==> config.mk <==
export PLATFORM = sky130hd
export DESIGN_NAME = vbi2c_master
export DESIGN_NICKNAME = d
export VERILOG_FILES = /design/src/logic/vbi2c_pkg.sv /design/src/logic/vbi2c_tick_if.sv /design/src/logic/vbi2c_master.sv /design/src/logic/vbi2c_divider.sv
export SDC_FILE = /design/constraint.sdc
export NUM_CORES = 1
export LEC_CHECK = 0
export ABC_AREA = 0
export BUFFER_PORTS_ARGS = -buffer_cell sky130_fd_sc_hd__buf_2
export CAP_MARGIN = 15
export CORE_MARGIN = 2
export CORE_UTILIZATION = 41
export DETAILED_ROUTE_END_ITERATION = 10
export HOLD_SLACK_MARGIN = 0.12
export PLACE_DENSITY = 0.63
export SLEW_MARGIN = 20
export SYNTH_ARGS = -nofsm -noshare
export SYNTH_HDL_FRONTEND = slang
export SYNTH_HIERARCHICAL = 1
export SYNTH_SLANG_ARGS = --single-unit
==> constraint.sdc <==
create_clock -name sys_clk -period 3.25 [get_ports sys_clk]
set_clock_uncertainty 0.2 [all_clocks]
set_input_delay 0.325 -clock sys_clk [delete_from_list [all_inputs] [get_ports sys_clk]]
set_output_delay 0.325 -clock sys_clk [all_outputs]
set_load 0.05 [all_outputs]
==> src/logic/vbi2c_pkg.sv <==
// constants and types for the video buffer two-wire host controller
package vbi2c_pkg;
    localparam logic [4:0] DEV_ADDR_FIXED     = 5'h0B;
    localparam logic       DIR_WRITE          = 1'h0;
    localparam logic       DIR_READ           = 1'h1;
    localparam logic [7:0] SUBADDR_FIRST      = 8'h01;
    localparam logic [7:0] SUBADDR_LAST       = 8'h04;
    localparam int         SYS_CLK_PERIOD_NS  = 4;
    localparam int         BIT_RATE_KBPS      = 400;
    localparam int         BIT_PERIOD_NS      = 1000000 / BIT_RATE_KBPS;
    localparam int         QUARTER_CYCLES     =
        (BIT_PERIOD_NS + 4 * SYS_CLK_PERIOD_NS - 1) / (4 * SYS_CLK_PERIOD_NS);
    localparam logic [7:0] QUARTER_COUNT_LAST = 8'(QUARTER_CYCLES - 1);
    localparam logic [3:0] BIT_FIRST          = 4'h0;
    localparam logic [3:0] BIT_ACK            = 4'h8;
    localparam logic [1:0] BYTE_ADDR          = 2'h0;
    localparam logic [1:0] BYTE_SUB           = 2'h1;
    localparam logic [1:0] BYTE_THIRD         = 2'h2;
    localparam logic [1:0] BYTE_RDATA         = 2'h3;
    localparam logic [1:0] QTR_0              = 2'h0;
    localparam logic [1:0] QTR_1              = 2'h1;
    localparam logic [1:0] QTR_2              = 2'h2;
    localparam logic [1:0] QTR_3              = 2'h3;

    typedef enum logic [4:0] {
        ST_IDLE  = 5'h01,
        ST_START = 5'h02,
        ST_BIT   = 5'h04,
        ST_STOP  = 5'h08,
        ST_DONE  = 5'h10
    } vbi2c_state_type;
endpackage

==> src/logic/vbi2c_tick_if.sv <==
// quarter-bit tick carrier between the controller and its divider
`timescale 1ns/10ps
interface vbi2c_tick_if;
    logic run;
    logic tick;
    modport gen (input run, output tick);
    modport ctl (output run, input tick);
endinterface

==> src/logic/vbi2c_master.sv <==
// two-wire host controller for the video buffer control registers
// Contract
// - start is data falling while clock high
// - send 7-bit address then direction, msb first
// - data stable while clock high, sampled then
// - each byte eight bits plus acknowledge
// - stop is data rising while clock high
// - write: release data line in acknowledge slot
// - one data byte per write, then stop
// - read: slave acks address then transmits
// - end read with not-acknowledge then stop
// - only one data byte per read
// - run at fast mode rate at most
// - write is subaddress plus exactly one byte
`timescale 1ns/10ps
module vbi2c_master
    import vbi2c_pkg::*;
(
    input  wire logic       sys_clk,
    input  wire logic       rst,
    input  wire logic       cmd_valid,
    output logic            cmd_ready,
    input  wire logic       cmd_read,
    input  wire logic [1:0] cmd_dev_sel,
    input  wire logic [7:0] cmd_subaddr,
    input  wire logic [7:0] cmd_wdata,
    output logic            resp_valid,
    output logic [7:0]      resp_rdata,
    output logic            resp_nack,
    output logic            resp_bad,
    output logic            scl_o,
    output logic            scl_oe,
    input  wire logic       sda_i,
    output logic            sda_o,
    output logic            sda_oe
);
    vbi2c_state_type state;
    vbi2c_state_type next_state;
    logic [1:0]      qtr;
    logic [1:0]      next_qtr;
    logic [3:0]      bit_cnt;
    logic [3:0]      next_bit_cnt;
    logic [1:0]      idx;
    logic [1:0]      next_idx;
    logic [7:0]      shift;
    logic [7:0]      next_shift;
    logic            ack_high;
    logic            next_ack_high;
    logic            is_read;
    logic            next_is_read;
    logic [1:0]      sel;
    logic [1:0]      next_sel;
    logic [7:0]      sub;
    logic [7:0]      next_sub;
    logic [7:0]      wdata;
    logic [7:0]      next_wdata;
    logic            next_ready;
    logic            next_resp_valid;
    logic [7:0]      next_rdata;
    logic            next_nack;
    logic            next_bad;
    logic            next_scl_oe;
    logic            next_sda_oe;
    logic            sda_meta;
    logic            sda_sync;
    logic            rx;
    logic            tick;

    vbi2c_tick_if tk ();

    vbi2c_divider u_div (
        .sys_clk (sys_clk),
        .rst     (rst),
        .tk      (tk.gen)
    );

    assign tk.run = (state != ST_IDLE) && (state != ST_DONE);
    assign tick   = tk.tick;
    assign rx     = is_read && (idx == BYTE_RDATA);

    // byte put on the wire for each step of a transfer
    function automatic logic [7:0] tx_byte(input logic [1:0] i, input logic rd,
                                           input logic [1:0] s, input logic [7:0] sa,
                                           input logic [7:0] wd);
        logic [7:0] b;
        b = 8'hFF;
        case (i)
            BYTE_ADDR:  b = {DEV_ADDR_FIXED, s, DIR_WRITE};
            BYTE_SUB:   b = sa;
            BYTE_THIRD: b = rd ? {DEV_ADDR_FIXED, s, DIR_READ} : wd;
            default:    b = 8'hFF;
        endcase
        return b;
    endfunction

    // pin synchroniser; the line is only looked at well after it settles
    always_ff @(posedge sys_clk) begin
        if (rst) begin
            sda_meta <= 1'b1;
            sda_sync <= 1'b1;
        end else begin
            sda_meta <= sda_i;
            sda_sync <= sda_meta;
        end
    end

    always_comb begin
        next_state      = state;
        next_qtr        = qtr;
        next_bit_cnt    = bit_cnt;
        next_idx        = idx;
        next_shift      = shift;
        next_ack_high   = ack_high;
        next_is_read    = is_read;
        next_sel        = sel;
        next_sub        = sub;
        next_wdata      = wdata;
        next_ready      = 1'b0;
        next_resp_valid = 1'b0;
        next_rdata      = resp_rdata;
        next_nack       = resp_nack;
        next_bad        = resp_bad;
        next_scl_oe     = scl_oe;
        next_sda_oe     = sda_oe;
        case (state)
            ST_IDLE: begin
                // bus left free between transfers
                next_ready  = 1'b1;
                next_scl_oe = 1'b0;
                next_sda_oe = 1'b0;
                if (cmd_valid && cmd_ready) begin
                    next_ready   = 1'b0;
                    next_is_read = cmd_read;
                    next_sel     = cmd_dev_sel;
                    next_sub     = cmd_subaddr;
                    next_wdata   = cmd_wdata;
                    next_idx     = BYTE_ADDR;
                    next_qtr     = QTR_0;
                    next_nack    = 1'b0;
                    if (cmd_subaddr < SUBADDR_FIRST || cmd_subaddr > SUBADDR_LAST) begin
                        next_bad   = 1'b1;
                        next_state = ST_DONE;
                    end else begin
                        next_bad   = 1'b0;
                        next_state = ST_START;
                    end
                end
            end
            ST_START: begin
                if (tick) begin
                    next_qtr = qtr + 2'h1;
                    case (qtr)
                        QTR_0: begin
                            next_scl_oe = 1'b1;
                            next_sda_oe = 1'b0;
                        end
                        QTR_1: next_scl_oe = 1'b0;
                        QTR_2: next_sda_oe = 1'b1;
                        default: begin
                            next_scl_oe  = 1'b1;
                            next_bit_cnt = BIT_FIRST;
                            next_shift   = tx_byte(idx, is_read, sel, sub, wdata);
                            next_state   = ST_BIT;
                        end
                    endcase
                end
            end
            ST_BIT: begin
                if (tick) begin
                    next_qtr = qtr + 2'h1;
                    case (qtr)
                        QTR_0: begin
                            // ack slot always released: slave acks writes, we nack reads
                            if (bit_cnt == BIT_ACK || rx) begin
                                next_sda_oe = 1'b0;
                            end else begin
                                next_sda_oe = ~shift[7];
                            end
                        end
                        QTR_1: next_scl_oe = 1'b0;
                        QTR_2: begin
                            if (bit_cnt == BIT_ACK) begin
                                next_ack_high = sda_sync;
                            end else begin
                                next_shift = {shift[6:0], sda_sync};
                            end
                        end
                        default: begin
                            next_scl_oe = 1'b1;
                            if (bit_cnt != BIT_ACK) begin
                                next_bit_cnt = bit_cnt + 4'h1;
                            end else if (rx) begin
                                next_rdata = shift;
                                next_state = ST_STOP;
                            end else if (ack_high) begin
                                next_nack  = 1'b1;
                                next_state = ST_STOP;
                            end else if (!is_read && idx == BYTE_THIRD) begin
                                next_state = ST_STOP;
                            end else if (is_read && idx == BYTE_SUB) begin
                                next_idx   = BYTE_THIRD;
                                next_state = ST_START;
                            end else begin
                                next_idx     = idx + 2'h1;
                                next_bit_cnt = BIT_FIRST;
                                next_shift   = tx_byte(idx + 2'h1, is_read, sel, sub, wdata);
                            end
                        end
                    endcase
                end
            end
            ST_STOP: begin
                if (tick) begin
                    next_qtr = qtr + 2'h1;
                    case (qtr)
                        QTR_0: begin
                            next_scl_oe = 1'b1;
                            next_sda_oe = 1'b1;
                        end
                        QTR_1: next_scl_oe = 1'b0;
                        QTR_2: next_sda_oe = 1'b0;
                        default: next_state = ST_DONE;
                    endcase
                end
            end
            ST_DONE: begin
                next_resp_valid = 1'b1;
                next_state      = ST_IDLE;
            end
            default: next_state = ST_IDLE;
        endcase
    end

    // quarter pacing comes from the divider at the fast mode rate
    always_ff @(posedge sys_clk) begin
        if (rst) begin
            state      <= ST_IDLE;
            qtr        <= QTR_0;
            bit_cnt    <= BIT_FIRST;
            idx        <= BYTE_ADDR;
            shift      <= 8'hFF;
            ack_high   <= 1'b0;
            is_read    <= 1'b0;
            sel        <= 2'h0;
            sub        <= 8'h00;
            wdata      <= 8'h00;
            cmd_ready  <= 1'b0;
            resp_valid <= 1'b0;
            resp_rdata <= 8'h00;
            resp_nack  <= 1'b0;
            resp_bad   <= 1'b0;
            scl_oe     <= 1'b0;
            sda_oe     <= 1'b0;
            scl_o      <= 1'b0;
            sda_o      <= 1'b0;
        end else begin
            state      <= next_state;
            qtr        <= next_qtr;
            bit_cnt    <= next_bit_cnt;
            idx        <= next_idx;
            shift      <= next_shift;
            ack_high   <= next_ack_high;
            is_read    <= next_is_read;
            sel        <= next_sel;
            sub        <= next_sub;
            wdata      <= next_wdata;
            cmd_ready  <= next_ready;
            resp_valid <= next_resp_valid;
            resp_rdata <= next_rdata;
            resp_nack  <= next_nack;
            resp_bad   <= next_bad;
            scl_oe     <= next_scl_oe;
            sda_oe     <= next_sda_oe;
            scl_o      <= 1'b0;
            sda_o      <= 1'b0;
        end
    end
endmodule

==> src/logic/vbi2c_divider.sv <==
// divider that paces the serial clock in quarter-bit steps
`timescale 1ns/10ps
module vbi2c_divider
    import vbi2c_pkg::*;
(
    input  wire logic sys_clk,
    input  wire logic rst,
    vbi2c_tick_if.gen tk
);
    logic [7:0] count;
    logic [7:0] next_count;
    logic       tick;
    logic       next_tick;

    always_comb begin
        next_count = count;
        next_tick  = 1'b0;
        if (!tk.run) begin
            next_count = 8'h00;
        end else if (count == QUARTER_COUNT_LAST) begin
            next_count = 8'h00;
            next_tick  = 1'b1;
        end else begin
            next_count = count + 8'h01;
        end
    end

    always_ff @(posedge sys_clk) begin
        if (rst) begin
            count <= 8'h00;
            tick  <= 1'b0;
        end else begin
            count <= next_count;
            tick  <= next_tick;
        end
    end

    assign tk.tick = tick;
endmodule

* After elaboration in Yosys (flattened, before gate mapping)
Cells that the tools add are included.
** Word-level totals
- Bits of input ports :: 23
- Register bits :: 66
- Output and inout port bits :: 16
** Cells by class
- Magnitude comparators :: 2
- Add/subtract/negate cells :: 4
- Eq/ne operators :: 48
- Bitwise operators :: 5
- Reduce and logical (&&, ||, !) cells :: 33
- Mux-type cells :: 75
** Operators with widths (number)
- 2-to-1 mux 8 bit :: 10
- 2-to-1 mux 5 bit :: 13
- one-hot mux 8 bit (3 select lines) :: 2
- 2-to-1 mux 4 bit :: 9
- != test 3 bit, second input constant :: 12
- one-hot mux 8 bit (2 select lines) :: 2
- != test 2 bit, second input constant :: 13
- AND reduction 7 bit :: 3
- one-hot mux 5 bit (4 select lines) :: 1
- 2-to-1 mux 1 bit :: 18
- 2-to-1 mux 2 bit :: 9
- AND reduction 9 bit :: 2
- one-hot mux 1 bit (2 select lines) :: 6
- AND reduction 11 bit :: 1
- != test 5 bit, second input constant :: 2
- OR reduction 3 bit :: 3
- adder 8 x 1 -> 8 bit, second input constant :: 1
- == test 2 bit, second input constant :: 4
- == test 8 bit, second input constant :: 1
- greater-than comparator 8 x 3 -> 1 bit, second input constant :: 1
- < comparator 8 x 1 -> 1 bit, second input constant :: 1
- != test 2 x 1 -> 1 bit, second input constant :: 4
- one-hot mux 1 bit (4 select lines) :: 2
- one-hot mux 2 bit (2 select lines) :: 2
- 26 further kinds :: 45

* Logic depth before layout (Yosys ltp)
Gate-level depths: netlist of run 1.
- Word-level depth :: 11
- Gate-level depth with buffers :: 9

* Modules after synthesis
Netlist of run 1, hierarchy kept.
** Modules (own cells, without submodules)
- vbi2c_master :: area each 3150.5 µm², seq. area each 1141.1 µm², times used 1, cells each 390
- vbi2c_divider :: area each 417.9 µm², seq. area each 180.2 µm², times used 1, cells each 46

* Worst setup path before layout of run 1
Ideal clock, no wire load.
- Path kind :: reg-to-reg
- Start :: reg idx[1]
- End :: reg shift[0]
- Library setup time :: 0.074 ns
- Path buffers :: 2
- Cell stages (with the launch flop) :: 10
- Setup slack :: 0.945 ns
- Period minus slack after synthesis :: 2.305 ns
- Required time :: 2.976 ns
- Arrival :: 2.031 ns
- Cell sequence :: dfxtp_1 inv_1 ha_1 clkbuf_1 nor4b_1 o211ai_1 a31oi_2 buf_4 nor3_1 a31oi_1
** On the way
- Cells in the longest elaborated chain, start to end :: 11
** RTL lines
- start, declared :: line vbi2c_master.sv:43 : logic [1:0] idx;
- start signal, assigned :: line vbi2c_master.sv:260 : idx <= next_idx;
- adder 2 x 1 -> 2 bit :: line vbi2c_master.sv:206 : next_shift = tx_byte(idx + 2'h1, is_read, sel, sub, wdata);
- == test 2 bit (tied with other cells) :: line vbi2c_master.sv:87 : case (i)
- one-hot mux 8 bit (3 select lines) :: line vbi2c_master.sv:87
- 2-to-1 mux 8 bit :: line vbi2c_master.sv:200 : end else if (is_read && idx == BYTE_SUB) begin
- 2-to-1 mux 8 bit :: line vbi2c_master.sv:198 : end else if (!is_read && idx == BYTE_THIRD) begin
- 2-to-1 mux 8 bit :: line vbi2c_master.sv:195 : end else if (ack_high) begin
- 2-to-1 mux 8 bit :: line vbi2c_master.sv:192 : end else if (rx) begin
- 2-to-1 mux 8 bit :: line vbi2c_master.sv:190 : if (bit_cnt != BIT_ACK) begin
- one-hot mux 8 bit (2 select lines) :: line vbi2c_master.sv:171 : case (qtr)
- 2-to-1 mux 8 bit :: line vbi2c_master.sv:169 : if (tick) begin
- one-hot mux 8 bit (2 select lines) :: line vbi2c_master.sv:125 : case (state)
- end signal, assigned :: line vbi2c_master.sv:261 : shift <= next_shift;
- end, declared :: line vbi2c_master.sv:45 : logic [7:0] shift;
Parallel ways exist; a longest one is shown, timed or not. The select of a mux whose other input is x is not followed.
A chain may end at the register's enable or synchronous reset.

* Final worst setup path of run 1
- Start :: reg idx[1]
- End :: reg shift[1]
The elaborated chain is that of the path after synthesis.

==> results of run 1 <==
critical path, stage by stage, from the launching register on:
cell and delay [ps]:
dfxtp_1 500, inv_1 160, ha_1 340, nor4b_1 430, o211ai_1 150, a31oi_2 580
nor3b_1 260, o21ai_0 90
power by group through the flow:
stage                     sequential [mW]  clock, mW  combinational (mW)
after detailed placement            0.872          0               0.174
after global placement              0.872          0               0.173
after floorplan                     0.879          0               0.122
after global routing                0.857      0.786               0.215
after CTS                           0.853      0.746               0.193
final                               0.854      0.723               0.193
path summary, 6_finish.rpt:
check	from	end	slack, ps	cells past startpoint
worst max-delay path	idx[1]	shift[1]	410	7
worst min-delay path	sda_meta	sda_sync	220	1
worst max register to register	idx[1]	shift[1]	410	7
worst min register to register	sda_meta	sda_sync	220	1
cell families after synthesis:
| kind of cell | after synthesis |
|---|---|
| adder cells (fa/ha/maj) | 15 |
| AND/OR/NAND/NOR | 173 |
| multiplexers | 10 |
| XOR/XNOR | 4 |
| other | 1 |
| buffers and inverters | 48 |
| flip-flops | 66 |
| AO/OA/AOI/OAI | 119 |
metrics by stage:
step | setup slack [ps] | hold WS (ps) | total power, mW | std cells
2_1_floorplan | 944.7 | 189.5 | 1.001 | 437
3_3_place_gp | 625.9 | 198.3 | 1.045 | 560
3_5_place_dp | 478.2 | 208.1 | 1.046 | 560
4_1_cts | 456.7 | 224.8 | 1.792 | 596
5_1_grt | 181.6 | 242.8 | 1.858 | 596
6_report | 406.6 | 219.5 | 1.771 | 596
cells in the mapped netlist, types with 3 or more instances:
| cell | number |
|---|---|
| a21oi_1 | 39 |
| a31oi_1 | 7 |
| buf_4 | 5 |
| a311oi_1 | 4 |
| nand3b_1 | 4 |
| dfxtp_1 | 66 |
| o211ai_1 | 8 |
| ha_1 | 15 |
| and2_1 | 3 |
| inv_1 | 19 |
| nand2_1 | 81 |
| xnor2_1 | 3 |
| a221oi_1 | 8 |
| a21o_1 | 3 |
| a32o_1 | 3 |
| or2_2 | 4 |
| nor3_1 | 15 |
| or4_1 | 5 |
| a211oi_1 | 4 |
| mux2i_1 | 8 |
| nand3_1 | 6 |
| clkbuf_1 | 14 |
| nand2b_1 | 4 |
| o21ai_0 | 21 |
| nand4_1 | 6 |
| buf_2 | 7 |
| o31ai_1 | 3 |
| nor4b_1 | 3 |
| nor2_1 | 22 |
| a22oi_1 | 3 |
sequential cells by signal (all words and copies together), names as in the netlist:
| name | cells |
|---|---|
| u_div/count | 8 |
| sda_sync | 1 |
| ack_high | 1 |
| sda_meta | 1 |
| state | 5 |
| wdata | 8 |
| idx | 2 |
| sel | 2 |
| shift | 8 |
| sub | 8 |
| resp_bad | 1 |
| is_read | 1 |
| resp_nack | 1 |
| resp_rdata | 8 |
| scl_oe | 1 |
| sda_oe | 1 |
| resp_valid | 1 |
| u_div/tk.tick | 1 |
| qtr | 2 |
| bit_cnt | 4 |
| cmd_ready | 1 |
final cells by class:
| class | count | share of cell area |
|---|---|---|
| inverters | 20 | 0.01782 |
| repair buffers | 63 | 0.1028 |
| multi-input cells | 323 | 0.4832 |
| clock buffers | 11 | 0.03594 |
| well taps | 108 | 0.03208 |
| clock inverters | 5 | 0.01455 |
| flip-flops and latches | 66 | 0.3136 |
routing by layer:
metal	vias up	global-route usage	part of all wire
met4	0	0.06944	0.017
met5	-	0	0
met2	78	0.2853	0.44
li1	1665	-	-
met3	12	0.04964	0.048
met1	1508	0.2561	0.49
==> impl_metrics.json, run 1 <==
{
  "outcome": "finished, final reports clean",
  "swShare": 0.2602,
  "ys_seq_area_frac": 0.3703,
  "areaGrowthSynthToFinish_pct": 18.06,
  "hold_viol": 0,
  "cts_tree": "yes",
  "num-fill-cells": 852,
  "final_cell_mix": "81 x nand2_1, 66 x dfxtp_1, 39 x a21oi_1",
  "start_util": 0.4153,
  "syn-cell-area_mm2": 0.003568,
  "comb_power_share": 0.109,
  "synth_adder_area_share": 0.05259,
  "die_width_um": 97.29,
  "num_rows": 34,
  "worstSkewPairLatency_ps": 350,
  "slew_viol_final": 0,
  "gr-usage-all-layers": 0.1874,
  "fp.dieH_um": 97.29,
  "dr.first_iter.drc_count": 210,
  "period_share": 0.8749,
  "tightest_slew_ps": 642.9,
  "nets": 521,
  "maxCapViolations": 0,
  "intPower_mw": 1.310,
  "grt_pass1_wl_um": 14550,
  "routed_wl_um": 8577,
  "p_switching_mw": 0.4607,
  "start_kind": "flip-flop",
  "drive_gt1_frac": 0.1598,
  "synthArstFlopShare": 0,
  "avgViaCountPerCell": 5.475,
  "leakagePower_nw": 1.584,
  "endpoint_kind": "flip-flop",
  "route.detailed.drc": 0,
  "first_pass_iters": 4,
  "p_seq_frac": 0.482,
  "antenna_found_initial": 0,
  "cts_hold_buf": 20,
  "cp_data_required_time_ps": 3260,
  "ys.flop_type": "dfxtp_1",
  "finalCriticalPeriod_ps": 2843,
  "synthCells": 436,
  "globalRouteOverflowTotal": 0,
  "ys_seq_elements": 66,
  "ctsResizeCount": 0,
  "setup_violations": 0,
  "crit_arrival_ps": 2860,
  "diodes": 0,
  "synth_edf_count": 0,
  "powerDensity_mw_per_mm2": 420.3,
  "hpwl_um": 5967,
  "avgRoutedWirePerCell_um": 14.39,
  "gp_congestion": 0.8594,
  "h-tree-depth": 3,
  "synth_top_cell_area_share": 0.3703,
  "cts.sinks": 66,
  "yosys.area_share.xor_xnor": 0.009818,
  "timing_worst_setup_path_type": "flip-flop to flip-flop",
  "clockBufferDepth": 2,
  "synth_compound_area_frac": 0.2258,
  "cp_max_fo": 14,
  "rsz0062_at_grt": "no",
  "ir_drop_v": 0.0002563,
  "synth_area_leaders": "dfxtp_1 37%, nand2_1 8.5%, a21oi_1 5.5%",
  "multi_input_area_mm2": 0.002036,
  "seq_area_mm2": 0.001321,
  "port_buffers": 36,
  "synth_top_family_by_area": "simple AND/OR/NAND/NOR gates",
  "syn_area_per_cell_um2": 8.184,
  "postCtsSetupRepairBufs": 0,
  "die-area_mm2": 0.009465,
  "root_buffer": "clkbuf_8",
  "core_mm2": 0.008593,
  "synthMuxAreaShare": 0.02875,
  "clock_power_share": 0.409,
  "ys_types": 65,
  "final_common_cell": "nand2_1",
  "postRouteAntennaNets": 0,
  "yosysTopAreaCell": "dfxtp_1",
  "first_global_vias": 2996,
  "post-route-util": 0.4902,
  "maxSlewHeadroom": 0.5700,
  "io_pins": 39,
  "clkTransAtPathRegs_ps": 70,
  "placed_area_mm2": 0.003800,
  "synth-simple-area-share": 0.2514,
  "vias": 3263,
  "hp-class": "flip-flop to flip-flop",
  "yosys_warnings": 6,
  "fin_area_mm2": 0.004213,
  "finalSetupTns_ps": 0,
  "cts_inserted_buffers": 9,
  "fmax_mhz": 351.7,
  "grt_max_degree": 49
}
Note: power is estimated with default switching activity, not from simulation.
==> run 2: changes to the inputs <==
CORE_ASPECT_RATIO = 1.5   (was not set)
==> impl_metrics.json, run 2 (synthesized netlist as in run 1, its figures left out) <==
{
  "outcome": "finished, final reports clean",
  "whs_ps": 205.6,
  "h-tree-depth": 3,
  "hold_viol": 0,
  "vias": 3250,
  "crit_arrival_ps": 2780,
  "areaGrowthSynthToFinish_pct": 19.88,
  "setup_violations": 0,
  "worstSkewPairLatency_ps": 330,
  "critPathMaxStageDelay_ps": 560,
  "multi_input_area_mm2": 0.002036,
  "route.detailed.drc": 0,
  "cts.sinks": 66,
  "cts_hold_buf": 20,
  "place_ws_ps": 467.6,
  "finalSetupTns_ps": 0,
  "io_pins": 39,
  "reg2reg_slack_ps": 460,
  "core_mm2": 0.008413,
  "cts_tree": "yes",
  "start_kind": "flip-flop",
  "fmax_mhz": 358.5,
  "hpwl_um": 6335,
  "root_buffer": "clkbuf_16",
  "wl_met2_um": 4458,
  "gr-usage-all-layers": 0.1938,
  "seq_area_mm2": 0.001321,
  "timing_worst_setup_path_type": "flip-flop to flip-flop",
  "die-area_mm2": 0.009481,
  "r2r-start": "idx[1]",
  "diodes": 0,
  "leakagePower_nw": 1.623,
  "met3_length_um": 285,
  "clockBufferDepth": 2,
  "cp-startpoint": "idx[1]",
  "avgRoutedWirePerCell_um": 14.80,
  "crit_buf_inv": 1,
  "port_buffers": 36,
  "finalCriticalPeriod_ps": 2789,
  "nets": 520,
  "grt_pass1_wl_um": 14500,
  "num_rows": 41,
  "path_cells": "inv_1 > ha_1 > nor4b_1 > o211ai_1 > a31oi_2 > nor3b_1 > o21ai_0",
  "final_cell_mix": "81 x nand2_1, 66 x dfxtp_1, 39 x a21oi_1",
  "crit_end": "shift[1]",
  "final_common_cell": "nand2_1",
  "rsz0062_at_grt": "no",
  "routed_wl_um": 8774,
  "slew_viol_final": 0,
  "powerDensity_mw_per_mm2": 464.4,
  "first_pass_iters": 4,
  "dr.first_iter.drc_count": 170,
  "fp.dieH_um": 118.3,
  "cp_data_required_time_ps": 3240,
  "slowest_stage": "a31oi_2",
  "hp-class": "flip-flop to flip-flop",
  "setup_slack_ps": 460.6,
  "period_share": 0.8583,
  "antenna_found_initial": 0,
  "drive_gt1_frac": 0.1523,
  "maxSlewHeadroom": 0.5666,
  "ir_drop_v": 0.0003147,
  "postCtsSetupRepairBufs": 0,
  "met1_length_um": 3810,
  "globalRouteOverflowTotal": 0,
  "avgViaCountPerCell": 5.481,
  "first_global_vias": 3037,
  "clkTransAtPathRegs_ps": 50,
  "r2r_cells": 7,
  "maxCapViolations": 0,
  "cp_max_fo": 14,
  "start_util": 0.4242,
  "top_layer": "met4",
  "die_width_um": 80.17,
  "num-fill-cells": 866,
  "cts_inserted_buffers": 9,
  "crit_family": "compound AO/OA/AOI/OAI gates",
  "postRouteAntennaNets": 0,
  "gp_congestion": 0.8530,
  "endpoint_kind": "flip-flop",
  "cp_num_cells": 7,
  "grt_max_degree": 31,
  "worstReg2RegEnd": "shift[1]",
  "tightest_slew_ps": 650.2,
  "ctsResizeCount": 0
}
-- run 2: changes by cell type in the layout (fill, tap and decap cells not counted), sizes merged --
cell / previous run / this run
clkinvlp: 3 / 0
clkinv: 1 / 3
buf: 43 / 42
clkbuf: 11 / 12
inv: 20 / 19
-- run 2: worst register-to-register path, stage by stage, from the launching register on --
cell and delay (ps):
dfxtp_1 480, inv_1 140, ha_1 330, nor4b_1 430
o211ai_1 150, a31oi_2 560, nor3b_1 260, o21ai_0 90
-- run 2: layout make-up --
| cell class | instances | area share |
|---|---|---|
| multi-input cells | 323 | 0.4759 |
| repair buffers | 62 | 0.09944 |
| inverters | 20 | 0.01755 |
| clock inverters | 3 | 0.009359 |
| flip-flops and latches | 66 | 0.3089 |
| clock buffers | 12 | 0.05762 |
| well taps | 107 | 0.03130 |
-- run 2: layer usage --
metal / track usage / vias to the layer above
met4: 0.07945 / 0
met1: 0.2351 / 1515
li1: - / 1665
met5: 0 / -
met2: 0.3198 / 53
met3: 0.05038 / 17
-- run 2: metrics by stage --
step	std cells	total power [mW]	instance area, µm²	utilization
final	593	1.987	4278	0.5085
after global routing	593	2.073	4278	0.5085
after CTS	593	2.004	4278	0.5085
after detailed placement	558	1.045	3791	0.4506
after global placement	558	1.043	3791	0.4506
after floorplan	437	1.001	3572	-
-- run 2: worst min path at each step --
stage               slack, ps       end  startpoint  cells past startpoint
finish                    210  sda_sync    sda_meta                      1
global route              230  sda_sync    sda_meta                      1
CTS                       210  sda_sync    sda_meta                      1
detailed placement        200  sda_sync    sda_meta                      1
global placement          200  sda_sync    sda_meta                      1
floorplan                 190  sda_sync    sda_meta                      1
-- run 2: where the power goes --
group          switching, mW  internal (mW)  total (mW)  leakage, nW
Sequential            0.0267          0.834       0.861        0.535
Clock                  0.331          0.607       0.938        0.142
Combinational          0.110         0.0778       0.187        0.946
